**src/rtl/rto_pkg.sv**
```systemverilog
package rto_pkg;
  // ---------------------------------------------------------------
  // widths
  // ---------------------------------------------------------------
  localparam int unsigned NBITS = 6;
  localparam int unsigned HALF = 3;
  localparam int unsigned AW = 12;
  // ---------------------------------------------------------------
  // register byte offsets
  // ---------------------------------------------------------------
  localparam logic [AW-1:0] OFS_CTRL = 12'h000;
  localparam logic [AW-1:0] OFS_BUF_LOW = 12'h004;
  localparam logic [AW-1:0] OFS_BUF_HIGH = 12'h008;
  localparam logic [AW-1:0] OFS_MASK = 12'h00c;
  localparam logic [AW-1:0] OFS_SHUT = 12'h010;
  localparam logic [AW-1:0] OFS_PDATA = 12'h014;
  localparam logic [AW-1:0] OFS_PDIR = 12'h018;
  localparam logic [AW-1:0] OFS_PMC = 12'h01c;
  localparam logic [AW-1:0] OFS_PUP = 12'h020;
  localparam logic [AW-1:0] OFS_PFC = 12'h024;
  localparam logic [AW-1:0] OFS_PFN = 12'h028;
  localparam logic [AW-1:0] OFS_STAT = 12'h02c;
  // ---------------------------------------------------------------
  // field positions
  // ---------------------------------------------------------------
  localparam int unsigned CTRL_EN_BIT = 0;
  localparam int unsigned CTRL_TSEL_LO = 1; // 2-bit trigger select
  localparam int unsigned SHUT_EN_BIT = 0;
  localparam int unsigned SHUT_EDGE_LO = 1; // 2-bit edge select
  localparam int unsigned SHUT_KEEP_W = 3;  // bits 2:0 stored, bit 3 ignored
  // ---------------------------------------------------------------
  // reset values of port registers
  // ---------------------------------------------------------------
  localparam logic [NBITS-1:0] RST_PDATA = 6'h00;
  localparam logic [NBITS-1:0] RST_PDIR = 6'h3f;
  localparam logic [NBITS-1:0] RST_PMC = 6'h00;
  localparam logic [NBITS-1:0] RST_PUP = 6'h00;
  localparam logic [NBITS-1:0] RST_PFC = 6'h00;
  localparam logic [NBITS-1:0] RST_PFN = 6'h00;
  // ---------------------------------------------------------------
  // edge select codes
  // ---------------------------------------------------------------
  typedef enum logic [1:0] {
    edge_none_type = 2'h0,
    edge_rise_type = 2'h1,
    edge_fall_type = 2'h2,
    edge_both_type = 2'h3
  } edge_sel_type;
endpackage

```
**src/rtl/rto_bus_if.sv**
```systemverilog
`timescale 1ns/100ps
// read and write strobes, address and data between bus slave and core
interface rto_bus_if;
  logic wr;
  logic rd;
  logic [rto_pkg::AW-1:0] addr;
  logic [31:0] wdata;
  logic [31:0] rdata;
  modport slave (output wr, output rd, output addr, output wdata, input rdata);
  modport core (input wr, input rd, input addr, input wdata, output rdata);
endinterface

```
**src/rtl/rto_apb_slave.sv**
```systemverilog
`timescale 1ns/100ps
module rto_apb_slave (
  input wire logic psel,
  input wire logic penable,
  input wire logic pwrite,
  input wire logic [rto_pkg::AW-1:0] paddr,
  input wire logic [31:0] pwdata,
  output logic [31:0] prdata,
  output logic pready,
  output logic pslverr,
  rto_bus_if.slave bus
);
  import rto_pkg::*;
  // ---------------------------------------------------------------
  // zero-wait access phase, word aligned
  // ---------------------------------------------------------------
  wire access = psel & penable;
  assign bus.wr = access & pwrite;
  assign bus.rd = access & ~pwrite;
  assign bus.addr = paddr;
  assign bus.wdata = pwdata;
  assign prdata = bus.rdata;
  assign pready = 1'b1;
  assign pslverr = 1'b0;
endmodule

```
**src/rtl/rto_port.sv**
```systemverilog
`timescale 1ns/100ps
// Notes on behaviour
// - pin carries real-time output only when configured
// - selected shutdown edge floats all pins while shutdown enable is set
// - shutdown restores port register initial values
// - clearing shutdown enable unlocks port config
// - disabled output drives all real-time output bits zero
// - buffer write passes to latch when disabled
module rto_port
#(
  parameter int unsigned WIDTH = rto_pkg::NBITS
) (
  input wire logic pclk,
  input wire logic presetn,
  input wire logic psel,
  input wire logic penable,
  input wire logic pwrite,
  input wire logic [rto_pkg::AW-1:0] paddr,
  input wire logic [31:0] pwdata,
  output logic [31:0] prdata,
  output logic pready,
  output logic pslverr,
  input wire logic trig_a,
  input wire logic trig_b,
  input wire logic trig_c,
  input wire logic shutdown_irq_input,
  input wire logic [WIDTH-1:0] port5_pin_in,
  output logic [WIDTH-1:0] port5_pin_out,
  output logic [WIDTH-1:0] port5_pin_oe,
  output logic [WIDTH-1:0] port5_pullup_en,
  output logic shutdown_irq
);
  import rto_pkg::*;
  // ---------------------------------------------------------------
  // bus slave
  // ---------------------------------------------------------------
  rto_bus_if bus ();
  rto_apb_slave u_apb (
    .psel(psel),
    .penable(penable),
    .pwrite(pwrite),
    .paddr(paddr),
    .pwdata(pwdata),
    .prdata(prdata),
    .pready(pready),
    .pslverr(pslverr),
    .bus(bus.slave)
  );

  // ---------------------------------------------------------------
  // registers
  // ---------------------------------------------------------------
  logic en_r;
  logic [1:0] tsel_r;
  logic [WIDTH-1:0] mask_r, buf_r, latch_r;
  logic shut_en_r;
  logic [1:0] shut_edge_r;
  logic shut_r;
  logic [WIDTH-1:0] pdata_r, pdir_r, pmc_r, pup_r, pfc_r, pfn_r;
  logic [2:0] sync_r;
  logic [WIDTH-1:0] pin_s1_r, pin_s2_r;

  // ---------------------------------------------------------------
  // decode
  // ---------------------------------------------------------------
  function automatic logic hit(input logic [AW-1:0] a, input logic [AW-1:0] ofs);
    hit = (a == ofs);
  endfunction
  wire wr_ctrl = bus.wr & hit(bus.addr, OFS_CTRL);
  wire wr_lo = bus.wr & hit(bus.addr, OFS_BUF_LOW);
  wire wr_hi = bus.wr & hit(bus.addr, OFS_BUF_HIGH);
  wire wr_mask = bus.wr & hit(bus.addr, OFS_MASK);
  wire wr_shut = bus.wr & hit(bus.addr, OFS_SHUT);
  wire [WIDTH-1:0] wd = bus.wdata[WIDTH-1:0];
  wire [31:0] wd32 = bus.wdata;

  // ---------------------------------------------------------------
  // shutdown edge detection
  // ---------------------------------------------------------------
  wire irq_s = sync_r[1];
  wire irq_d = sync_r[2];
  wire rise = irq_s & ~irq_d;
  wire fall = ~irq_s & irq_d;
  wire edge_hit = ((shut_edge_r == edge_rise_type) & rise) |
                  ((shut_edge_r == edge_fall_type) & fall) |
                  ((shut_edge_r == edge_both_type) & (rise | fall));
  wire shut_evt = shut_en_r & edge_hit;
  assign shutdown_irq = edge_hit;
  wire shut_clear = wr_shut & ~wd32[SHUT_EN_BIT];
  // port config writable only when not shut down
  wire cfg_wr = bus.wr & ~shut_r;

  // ---------------------------------------------------------------
  // trigger select
  // ---------------------------------------------------------------
  wire trig = (tsel_r == 2'h0) ? trig_a :
              (tsel_r == 2'h1) ? trig_b :
              (tsel_r == 2'h2) ? trig_c : 1'b0;

  // ---------------------------------------------------------------
  // buffer and latch paths
  // ---------------------------------------------------------------
  wire [HALF-1:0] lo_w = wd[HALF-1:0];
  wire [HALF-1:0] hi_w = wd[HALF-1:0];
  logic [WIDTH-1:0] buf_nxt, latch_nxt;
  always_comb begin
    buf_nxt = buf_r;
    if (wr_lo) begin
      buf_nxt[HALF-1:0] = lo_w;
    end
    if (wr_hi) begin
      buf_nxt[WIDTH-1:HALF] = hi_w;
    end
    latch_nxt = latch_r;
    if (!en_r) begin
      latch_nxt = buf_nxt;
    end else if (trig) begin
      latch_nxt = (buf_r & mask_r) | (latch_r & ~mask_r);
    end
  end

  // control, buffer and latch
  always_ff @(posedge pclk or negedge presetn) begin
    if (!presetn) begin
      en_r <= 1'b0;
      tsel_r <= 2'h0;
      mask_r <= '0;
      buf_r <= '0;
      latch_r <= '0;
    end else begin
      if (wr_ctrl) begin
        en_r <= wd32[CTRL_EN_BIT];
        tsel_r <= wd32[CTRL_TSEL_LO +: 2];
      end
      if (wr_mask) begin
        mask_r <= wd;
      end
      buf_r <= buf_nxt;
      latch_r <= latch_nxt;
    end
  end

  // shutdown control and input synchroniser
  always_ff @(posedge pclk or negedge presetn) begin
    if (!presetn) begin
      sync_r <= 3'h0;
      shut_en_r <= 1'b0;
      shut_edge_r <= 2'h0;
      shut_r <= 1'b0;
      pin_s1_r <= '0;
      pin_s2_r <= '0;
    end else begin
      sync_r <= {sync_r[1:0], shutdown_irq_input};
      pin_s1_r <= port5_pin_in;
      pin_s2_r <= pin_s1_r;
      if (wr_shut) begin
        shut_en_r <= wd32[SHUT_EN_BIT];
        shut_edge_r <= wd32[SHUT_EDGE_LO +: 2];
      end
      // a fresh edge wins over a clear in the same cycle
      if (shut_evt) begin
        shut_r <= 1'b1;
      end else if (shut_clear) begin
        shut_r <= 1'b0;
      end
    end
  end

  // ---------------------------------------------------------------
  // port configuration registers
  // ---------------------------------------------------------------
  always_ff @(posedge pclk or negedge presetn) begin
    if (!presetn) begin
      pdata_r <= RST_PDATA;
      pdir_r <= RST_PDIR;
      pmc_r <= RST_PMC;
      pup_r <= RST_PUP;
      pfc_r <= RST_PFC;
      pfn_r <= RST_PFN;
    end else if (shut_evt || shut_r) begin
      pdata_r <= RST_PDATA;
      pdir_r <= RST_PDIR;
      pmc_r <= RST_PMC;
      pup_r <= RST_PUP;
      pfc_r <= RST_PFC;
      pfn_r <= RST_PFN;
    end else if (cfg_wr) begin
      if (hit(bus.addr, OFS_PDATA)) pdata_r <= wd;
      if (hit(bus.addr, OFS_PDIR)) pdir_r <= wd;
      if (hit(bus.addr, OFS_PMC)) pmc_r <= wd;
      if (hit(bus.addr, OFS_PUP)) pup_r <= wd;
      if (hit(bus.addr, OFS_PFC)) pfc_r <= wd;
      if (hit(bus.addr, OFS_PFN)) pfn_r <= wd;
    end
  end

  // ---------------------------------------------------------------
  // pin drive
  // ---------------------------------------------------------------
  // disabled output forces zero
  wire [WIDTH-1:0] rto_signal = en_r ? (latch_r & mask_r) : '0;
  wire [WIDTH-1:0] rto_sel = pmc_r & pfc_r;
  assign port5_pin_oe = shut_r ? '0 : (rto_sel | (~pmc_r & ~pdir_r));
  assign port5_pin_out = (rto_signal & rto_sel) | (pdata_r & ~rto_sel);
  assign port5_pullup_en = pup_r & ~port5_pin_oe;

  // ---------------------------------------------------------------
  // read mux
  // ---------------------------------------------------------------
  function automatic logic [31:0] zx(input logic [WIDTH-1:0] v);
    zx = {{(32-WIDTH){1'b0}}, v};
  endfunction
  assign bus.rdata =
    hit(bus.addr, OFS_CTRL) ? {29'h0, tsel_r, en_r} :
    hit(bus.addr, OFS_BUF_LOW) ? {29'h0, buf_r[HALF-1:0]} :
    hit(bus.addr, OFS_BUF_HIGH) ? {29'h0, buf_r[WIDTH-1:HALF]} :
    hit(bus.addr, OFS_MASK) ? zx(mask_r) :
    hit(bus.addr, OFS_SHUT) ? {29'h0, shut_edge_r, shut_en_r} :
    hit(bus.addr, OFS_PDATA) ? zx(pin_s2_r) :
    hit(bus.addr, OFS_PDIR) ? zx(pdir_r) :
    hit(bus.addr, OFS_PMC) ? zx(pmc_r) :
    hit(bus.addr, OFS_PUP) ? zx(pup_r) :
    hit(bus.addr, OFS_PFC) ? zx(pfc_r) :
    hit(bus.addr, OFS_PFN) ? zx(pfn_r) :
    hit(bus.addr, OFS_STAT) ? {20'h0, latch_r, 5'h0, shut_r} : 32'h0;
endmodule

```
**config.mk**
```make
export PLATFORM = sky130hd
export DESIGN_NAME = rto_port
export DESIGN_NICKNAME = d
export VERILOG_FILES = /design/src/rtl/rto_pkg.sv /design/src/rtl/rto_bus_if.sv /design/src/rtl/rto_apb_slave.sv /design/src/rtl/rto_port.sv
export SDC_FILE = /design/constraint.sdc
export NUM_CORES = 1
export LEC_CHECK = 0
export CORE_MARGIN = 2
export CORE_UTILIZATION = 45
export DETAILED_ROUTE_END_ITERATION = 12
export DONT_BUFFER_PORTS = 1
export GPL_TIMING_DRIVEN = 0
export SLEW_MARGIN = 20
export SYNTH_ARGS = -nofsm -noshare
export SYNTH_HDL_FRONTEND = slang
export SYNTH_SLANG_ARGS = --single-unit
```
**constraint.sdc**
```tcl
create_clock -name pclk -period 1.58 [get_ports pclk]
set_input_delay 0.079 -clock pclk [delete_from_list [all_inputs] [get_ports pclk]]
set_output_delay 0.079 -clock pclk [all_outputs]
set_load 0.03 [all_outputs]
```
### Word-level counts from Yosys, hierarchy flattened

Index checks and enable logic that the tools add are counted.

| cells by class | value |
|---|---|
| equal/unequal tests | 17 |
| mux-type cells | 41 |
| bitwise gates (word level) | 38 |
| reduce and logical (&&, ||, !) cells | 17 |

Operator list:

| cell | count |
|---|---|
| 2-to-1 mux 12 bit | 12 |
| 2-to-1 mux 6 bit | 22 |
| bitwise AND 6 bit | 8 |
| equality test 12 x 5 -> 1 bit, second input constant | 4 |
| equality test 12 x 6 -> 1 bit, second input constant | 4 |
| inverter 6 bit | 5 |
| equality test 12 x 4 -> 1 bit, second input constant | 2 |
| bitwise OR 6 bit | 3 |
| nonzero test 2 bit | 8 |
| bitwise AND 1 bit | 15 |
| equality test 12 x 3 -> 1 bit, second input constant | 1 |
| logical NOT 12 bit | 1 |
| AND reduction 2 bit | 6 |
| equality test 2 bit, second input constant | 3 |
| 2-to-1 mux 3 bit | 2 |
| 2-to-1 mux 1 bit | 5 |
| equality test 2 x 1 -> 1 bit, second input constant | 2 |
| inverter 1 bit | 4 |
| bitwise OR 1 bit | 3 |
| logical NOT 2 bit | 1 |
| != test 2 x 1 -> 1 bit, second input constant | 1 |
| logical OR 1 bit | 1 |

| storage, ports and cells | value |
|---|---|
| bits in registers | 76 |
| output and inout port bits | 53 |

### Logic depth before layout (Yosys ltp)

Gate-level depths: netlist of the first run.

| logic depth | value |
|---|---|
| depth in word-level cells | 13 |
| mapped depth | 8 |
| mapped depth without buffers | 7 |

### Modules after synthesis

A second synthesis of the first run with hierarchy kept.

| second synthesis, totals | value |
|---|---|
| cell total of the unflattened synthesis | 461 |
| area, all modules | 4655.7 µm² |

By module, submodules not included:

| module | instances | cells an instance | area each (µm²) | sequential area each (µm²) |
|---|---|---|---|---|
| rto_port | 1 | 379 | 4046.4 | 1909.3 |
| rto_apb_slave | 1 | 82 | 609.3 | 0.0 |

### Worst setup path before layout of the first run

Ideal clock, no wire load.

| timing path | value |
|---|---|
| path type | in2out |
| start | input port paddr[9] (netlist name) |
| end | output port prdata[3] |
| data arrival time | 1.815 ns |
| path slack | -0.314 ns |
| cell stages on the path | 6 |
| path buffers | 1 |
| cell sequence | nor4_4 buf_6 nand3_4 nor2_1 a21oi_1 o31ai_1 |

| on the way | value |
|---|---|
| longest elaborated chain between the ends | 12 |
| elaborated cells between the ends (all ways) | 22 |

Ends and longest elaborated chain:

| what | RTL line | text |
|---|---|---|
| start, declared | rto_port.sv:18 | `input wire logic [rto_pkg::AW-1:0] paddr,` |
| equality test 12 x 6 -> 1 bit | rto_port.sv:67 | `hit = (a == ofs);` |
| 2-to-1 mux 12 bit | rto_port.sv:224 | `hit(bus.addr, OFS_PFN) ? zx(pfn_r) :` |
| 2-to-1 mux 12 bit | rto_port.sv:223 | `hit(bus.addr, OFS_PFC) ? zx(pfc_r) :` |
| 2-to-1 mux 12 bit | rto_port.sv:222 | `hit(bus.addr, OFS_PUP) ? zx(pup_r) :` |
| 2-to-1 mux 12 bit | rto_port.sv:221 | `hit(bus.addr, OFS_PMC) ? zx(pmc_r) :` |
| 2-to-1 mux 12 bit | rto_port.sv:220 | `hit(bus.addr, OFS_PDIR) ? zx(pdir_r) :` |
| 2-to-1 mux 12 bit | rto_port.sv:219 | `hit(bus.addr, OFS_PDATA) ? zx(pin_s2_r) :` |
| 2-to-1 mux 12 bit | rto_port.sv:218 | `hit(bus.addr, OFS_SHUT) ? {29'h0, shut_edge_r, shut_en_r} :` |
| 2-to-1 mux 12 bit | rto_port.sv:217 | `hit(bus.addr, OFS_MASK) ? zx(mask_r) :` |
| 2-to-1 mux 12 bit | rto_port.sv:216 | `hit(bus.addr, OFS_BUF_HIGH) ? {29'h0, buf_r[WIDTH-1:HALF]} :` |
| 2-to-1 mux 12 bit | rto_port.sv:215 | `hit(bus.addr, OFS_BUF_LOW) ? {29'h0, buf_r[HALF-1:0]} :` |
| 2-to-1 mux 12 bit (*) | rto_port.sv:214 | `hit(bus.addr, OFS_CTRL) ? {29'h0, tsel_r, en_r} :` |
| end, declared | rto_port.sv:20 | `output logic [31:0] prdata,` |

Every way passes the cells marked *; elsewhere a longest branch is shown, timed or not.

### Worst setup path after layout of the first run

| timing path | value |
|---|---|
| start | register pfc_r[1] |
| end | output port prdata[1] |

| on the way | value |
|---|---|
| longest elaborated chain between the ends | 10 |

Ends and longest elaborated chain:

| what | RTL line | text |
|---|---|---|
| start, declared | rto_port.sv:59 | `logic [WIDTH-1:0] pdata_r, pdir_r, pmc_r, pup_r, pfc_r, pfn_r;` |
| start signal, assigned | rto_port.sv:192 | `if (hit(bus.addr, OFS_PFC)) pfc_r <= wd;` |
| 2-to-1 mux 12 bit | rto_port.sv:223 |  |
| 2-to-1 mux 12 bit | rto_port.sv:222 |  |
| 2-to-1 mux 12 bit | rto_port.sv:221 |  |
| 2-to-1 mux 12 bit | rto_port.sv:220 |  |
| 2-to-1 mux 12 bit | rto_port.sv:219 |  |
| 2-to-1 mux 12 bit | rto_port.sv:218 |  |
| 2-to-1 mux 12 bit | rto_port.sv:217 |  |
| 2-to-1 mux 12 bit | rto_port.sv:216 |  |
| 2-to-1 mux 12 bit | rto_port.sv:215 |  |
| 2-to-1 mux 12 bit | rto_port.sv:214 |  |

Every way passes these cells.

==> results of run 1 <==
[registers in the layout, summed over array words and instances (netlist names), named ones only]
register	count
buf_r	6
mask_r	6
pdata_r	6
pdir_r	6
pfc_r	6
pfn_r	6
pin_s1_r	6
pin_s2_r	6
pmc_r	6
pup_r	6
sync_r	3
shut_edge_r	2
tsel_r	2
en_r	1
shut_en_r	1
shut_r	1
[power breakdown]
group / leakage [nW] / switching [mW] / internal [mW]
Sequential: 0.993 / 0.00789 / 1.96
Clock: 0.100 / 0.725 / 0.773
Combinational: 1.27 / 0.202 / 0.120
[what timing repair did]
| action | 4_1_cts | 5_1_grt |
|---|---|---|
| endpoints found under the setup margin | 70 | 65 |
| gates resized for setup | 90 | 33 |
| buffers inserted | 14 | 5 |
| gates cloned | 3 | 0 |
| pin swaps | 40 | 15 |
| endpoints found under the hold margin | 108 | 76 |
[stage by stage]
step | hold WS, ns | power (mW)
floorplan | -0.217 | 2.23
global placement | -0.214 | 2.27
detailed placement | -0.214 | 2.27
CTS | -0.596 | 3.80
global route | -0.596 | 3.91
finish | -0.581 | 3.79
[final timing paths]
path,start,end
setup / recovery,pfc_r[1],prdata[1]
hold / removal,presetn,buf_r[3]
setup reg to reg,sync_r[2],pmc_r[2]
hold reg to reg,pin_s1_r[5],pin_s2_r[5]
max in group asynchronous,presetn,pdir_r[4]
min in group pclk,pwdata[0],pmc_r[0]
[metal layers]
metal / GRT usage (%) / up-vias
li1: - / 1631
met1: 35.8 / 1745
met2: 41.9 / 127
met3: 4.92 / 28
met4: 9.64 / 0
met5: 0 / -
[cell families after synthesis]
family / Yosys count / share of synthesized area [%]
flip-flops: 76 / 44.2
AND/OR/NAND/NOR: 163 / 22.5
buffers and inverters: 46 / 6.22
adder cells (fa/ha/maj): 2 / 0.579
multiplexers: 57 / 13.7
other: 2 / 0.174
AO/OA/AOI/OAI: 83 / 12.6
[layout make-up]
cell class | instances | area, sq um | share of cell area [%]
plain buffers | 37 | 304 | 5.33
clock buffers | 12 | 145 | 2.54
clock inverters | 4 | 48.8 | 0.855
inverters | 7 | 26.3 | 0.460
multi-input cells | 327 | 2750 | 48.2
flip-flops and latches | 76 | 1920 | 33.6
well taps | 129 | 161 | 2.83
repair buffers | 35 | 354 | 6.20
[synth_stat cells (2+ instances only)]
cell type	n	area, sq um
nor3_2	3	30.0
nand3b_1	2	15.0
conb_1	2	7.51
mux2i_1	40	400
nand3_2	2	20.0
clkbuf_1	10	37.5
nand3_1	20	100
a21oi_1	26	130
a211oi_1	3	22.5
a32oi_1	2	17.5
mux2_2	16	180
o211ai_1	2	15.0
inv_1	7	26.3
a221o_2	3	33.8
buf_4	22	165
nor4_4	3	63.8
dfstp_2	6	158
buf_2	5	25.0
nor4b_4	2	47.6
ha_1	2	25.0
nor2_2	3	18.8
o221ai_1	2	17.5
nor2b_1	8	50.1
nand2b_1	13	81.3
nor3_4	3	48.8
a221o_1	3	30.0
dfrtp_1	70	1750
o31ai_1	4	30.0
o21ai_0	19	95.1
nor3_1	4	20.0
or2_2	8	50.1
nor2_1	33	124
o22ai_1	4	25.0
o2111ai_1	3	26.3
nand2_1	42	158
a22oi_1	2	15.0
and2_1	7	43.8
[worst register-to-register path: cells and delay by family, from the launching register on]
kind / cells / cell delay [ns]
buffers and inverters: 1 / 0.20
DFF: 1 / 0.41
AOI/OAI and AO/OA: 2 / 0.47
adders and majority gates: 1 / 0.16
and+or+nand+nor: 3 / 0.46
==> reports/qor.csv, run 1 <==
stage,metric,value,unit
synth,Syn. warnings,0,
synth,register area share after synthesis,44.2,%
clock_network,CTS tree,built,
clock_network,hold_buf cts,13,
setup_path,crit start category,register,
setup_path,CP Class,reg2out,
synth,asr flop ratio synth,100,%
routing,Metal-1 WL,5.53,mm
placed_design,DP Wirelength,8.81,mm
final_layout,layout cells sized above 1,40.2,%
timing,unrepaired setup endpoints after global routing,true,
floorplanning,num rows,35,
setup_path,critical path arrival,1.70,ns
clock_network,H-tree levels,3,
routing,top routing layer in use,met4,
run,Max Cap Viol,0,
floorplanning,Core Region,9280,sq um
global_routing,global route overflow,0,
placed_design,dpl cells,578,
synth,Mapped Area,4320,sq um
timing,fin crit period,1.78,ns
hold_path,worst hold-check path type,in2async,
final_layout,Finished Layout Cells,627,
timing,fin crit share,113,%
routing,initial DRC count,162,
synth,Mapped Cells,429,
synth,Syn Area/Cell,10.1,sq um
setup_path,Worst Path Required,1.50,ns
synth,Main synth FF type,dfrtp_1,
clock_network,"Reg clk slew, reported paths",0.08,ns
floorplanning,Die X,102,um
global_routing,gr usage total,26.2,%
timing,Rel. slew slack,49.1,%
routing,Routed Antenna Nets,0,
timing,worst hold slack,-0.581,ns
pwr,peak supply drop,0.000481,V
placed_design,port bufs,0,
final_layout,Filler Cell Count,817,
timing,fmax,0.563,GHz
timing,final setup TNS,-5.64,ns
clock_network,clock root cell,clkbuf_8,
setup_path,family with the most delay on the worst path,compound AO/OA/AOI/OAI gates,
synth,synth unique cells,60,
final_layout,Antenna Cells,0,
setup_path,CP max stage delay,0.41,ns
setup_path,number of buffers and inverters on the critical path,0,
pwr,P_leak,2.36,nW
routing,routed vias,3531,
floorplanning,Die Ht,102,um
routing,DR vias/cell,5.63,
timing,Final Hold Viols,76,
routing,met2 WL,6.30,mm
timing,skew final,0.00749,ns
clock_network,total CTS buffers,9,
setup_path,crit end category,primary output,
timing,fin worst setup slack,-0.198,ns
global_routing,largest net degree at the start of global routing,77,
setup_path,reg2reg path depth,7,
timing,Worst Max-Slew Pin Slew,0.761,ns
run_status,failing checks,"negative hold slack, negative setup slack",
timing,Final setup viols,42,
placed_design,pre-CTS setup slack,-0.637,ns
floorplanning,# IOs,112,
final_layout,"Core Util, Final",61.5,%
run_status,status,finished with violations,
pwr,power density over cell area,664,nW/um^2
timing,Max Transition Viols Final,0,
placed_design,Final GP Congestion,0.894,
clock_network,worst skew pair latency,0.35,ns
setup_path,CP max stage cell,dfrtp_1,
setup_path,CP Depth,5,
final_layout,nets,554,
synth,number of synthesized flops with an enable pin,0,
final_layout,design area,5710,sq um
final_layout,"commonest non-fill, non-tap cell in the layout",dfrtp_1,
routing,Routed WL per cell,20.6,um
floorplanning,die area,10400,sq um
global_routing,initial antenna violation count,0,
setup_path,"setup slack, reg-to-reg",-0.19,ns
clock_network,clock buffer depth,2,
final_layout,most frequent cells in the layout,"dfrtp_1, mux2i_1, nand2_1, buf_4, conb_1",
global_routing,first-pass GRT wire length,20.4,mm
setup_path,CP cell instances,nand2b_1 > a22oi_1 > o22ai_1 > a211oi_4 > o22ai_4,
routing,DR DRC count,0,
routing,DR pass1 iterations,4,
global_routing,vias in the first global route,3602,
setup_path,crit-path max FO,3,
floorplanning,Starting Density,46.5,%
routing,met3 WL post-DR,805,um
synth,"flops & latches, synth",76,
placed_design,Placement Cell Area,4690,sq um
final_layout,synth-to-layout area growth,32.1,%
clock_network,Sink Count,76,
routing,WL final,12.9,mm
(Power assumes the default switching activity.)
==> inputs of run 2 (changes only) <==
--- a/config.mk
+++ b/config.mk
@@ -10,6 +10,7 @@
 export DETAILED_ROUTE_END_ITERATION = 12
 export DONT_BUFFER_PORTS = 1
 export GPL_TIMING_DRIVEN = 0
+export MAX_ROUTING_LAYER = met4
 export SLEW_MARGIN = 20
 export SYNTH_ARGS = -nofsm -noshare
 export SYNTH_HDL_FRONTEND = slang
==> reports/qor.csv, run 2 (same netlist as run 1, synthesis figures left out) <==
stage,metric,value,unit
run_status,status,finished with violations,
global_routing,met2 usage,40.9,%
global_routing,largest net degree at the start of global routing,77,
final_layout,"commonest non-fill, non-tap cell in the layout",dfrtp_1,
routing,DR DRC count,0,
setup_path,CP max stage cell,dfrtp_1,
routing,routed vias,3656,
final_layout,area of the multi-input gates,2780,sq um
timing,fin crit share,116,%
run_status,failing checks,"negative hold slack, negative setup slack",
global_routing,M1 GR Usage,37.5,%
setup_path,crit end category,primary output,
timing,Max Transition Viols Final,0,
final_layout,layout cells sized above 1,41.2,%
setup_path,Worst Path Required,1.50,ns
floorplanning,num rows,35,
routing,DR vias/cell,5.81,
pwr,power density over cell area,695,nW/um^2
clock_network,clock buffer depth,2,
placed_design,Final GP Congestion,0.904,
final_layout,design area,5800,sq um
placed_design,pre-CTS setup slack,-0.623,ns
timing,skew final,0.0112,ns
timing,fmax,0.548,GHz
setup_path,crit start category,register,
clock_network,total CTS buffers,9,
global_routing,first-pass GRT wire length,20.2,mm
timing,Rel. slew slack,50.5,%
routing,Routed Antenna Nets,0,
final_layout,Finished Layout Cells,629,
floorplanning,Core Region,9280,sq um
timing,Final Hold Viols,76,
placed_design,port bufs,0,
final_layout,Antenna Cells,0,
routing,initial DRC count,401,
global_routing,gr usage total,27.0,%
floorplanning,die area,10400,sq um
run,Max Cap Viol,0,
placed_design,dpl cells,578,
routing,DR pass1 iterations,5,
placed_design,DP Wirelength,8.73,mm
timing,Worst Max-Slew Pin Slew,0.740,ns
setup_path,CP Class,reg2out,
clock_network,"Reg clk slew, reported paths",0.09,ns
global_routing,met3 usage,3.90,%
final_layout,Filler Cell Count,781,
final_layout,sequential cell area,1910,sq um
clock_network,worst skew pair latency,0.35,ns
setup_path,CP max stage delay,0.41,ns
floorplanning,# IOs,112,
hold_path,worst hold-check path type,in2async,
clock_network,Sink Count,76,
routing,WL final,13.1,mm
pwr,total chip power,4.03,mW
clock_network,H-tree levels,3,
final_layout,nets,556,
setup_path,critical path arrival,1.75,ns
pwr,P_leak,2.38,nW
setup_path,CP cell instances,mux2i_2 > o2111ai_1 > o21a_1 > a211oi_4 > o22ai_4,
routing,Routed WL per cell,20.8,um
global_routing,initial antenna violation count,0,
timing,fin crit period,1.83,ns
timing,Final setup viols,45,
timing,worst hold slack,-0.586,ns
final_layout,most frequent cells in the layout,"dfrtp_1, nand2_1, mux2i_1, buf_4",
global_routing,global route overflow,0,
pwr,peak supply drop,0.000456,V
final_layout,synth-to-layout area growth,34.1,%
setup_path,crit-path max FO,2,
timing,unrepaired setup endpoints after global routing,true,
clock_network,clock root cell,clkbuf_8,
global_routing,vias in the first global route,3473,
clock_network,CTS tree,built,
floorplanning,Die X,102,um
clock_network,hold_buf cts,13,
placed_design,Placement Cell Area,4690,sq um
timing,fin worst setup slack,-0.245,ns
final_layout,"Core Util, Final",62.4,%
global_routing,grt peak-use layer,met2,
floorplanning,Starting Density,46.5,%
floorplanning,Die Ht,102,um
timing,final setup TNS,-6.83,ns
[run 2: changes by cell type in the layout (fill, tap and decap cells not counted), moves of 3 or more]
cell	before	now
nand2_2	6	3
nor2_4	13	22
clkbuf_8	13	10
nand2_1	35	39
nor2_1	19	11
[run 2: final timing paths]
kind	from	to	slack, ns	cells past startpoint
max in group asynchronous	presetn	pdir_r[1]	1.93	0
worst max-delay path	pmc_r[1]	prdata[1]	-0.25	5
min in group pclk	pwdata[0]	pmc_r[0]	0.08	3
worst max register to register	sync_r[2]	pmc_r[1]	-0.22	7
worst min-delay path	presetn	buf_r[3]	-0.59	0
worst min register to register	pin_s1_r[5]	pin_s2_r[5]	0.34	0
[run 2: what timing repair did]
action,CTS,global route
endpoints found under the setup margin,72,71
resized for setup,94,41
gates cloned,3,0
hold endpoints to repair,109,76
pin swaps,34,19
buffers inserted,16,5
[run 2: per-layer routing]
layer	routed length, um	share of wire [%]
met4	214	1.6
met1	5850	45
met5	0	0
met2	6330	48
met3	668	5.1
[run 2: area by class of cell]
type                    count  area share (%)
multi-input cells         327            48.0
flip-flops and latches     76            33.0
repair buffers             37            6.43
plain buffers              37            5.25
well taps                 129            2.78
clock buffers              10            2.37
clock inverters             6            1.64
inverters                   7           0.453
[run 2: critical path, delay by kind of cell (launching register included)]
| family | cells | cell delay [ns] |
|---|---|---|
| AOI/OAI and AO/OA | 4 | 0.82 |
| DFF | 1 | 0.41 |
| muxes | 1 | 0.17 |
[run 2: power breakdown]
| group | internal (mW) | switching, mW |
|---|---|---|
| registers | 1.96 | 0.00920 |
| clock network | 0.950 | 0.783 |
| logic | 0.120 | 0.200 |
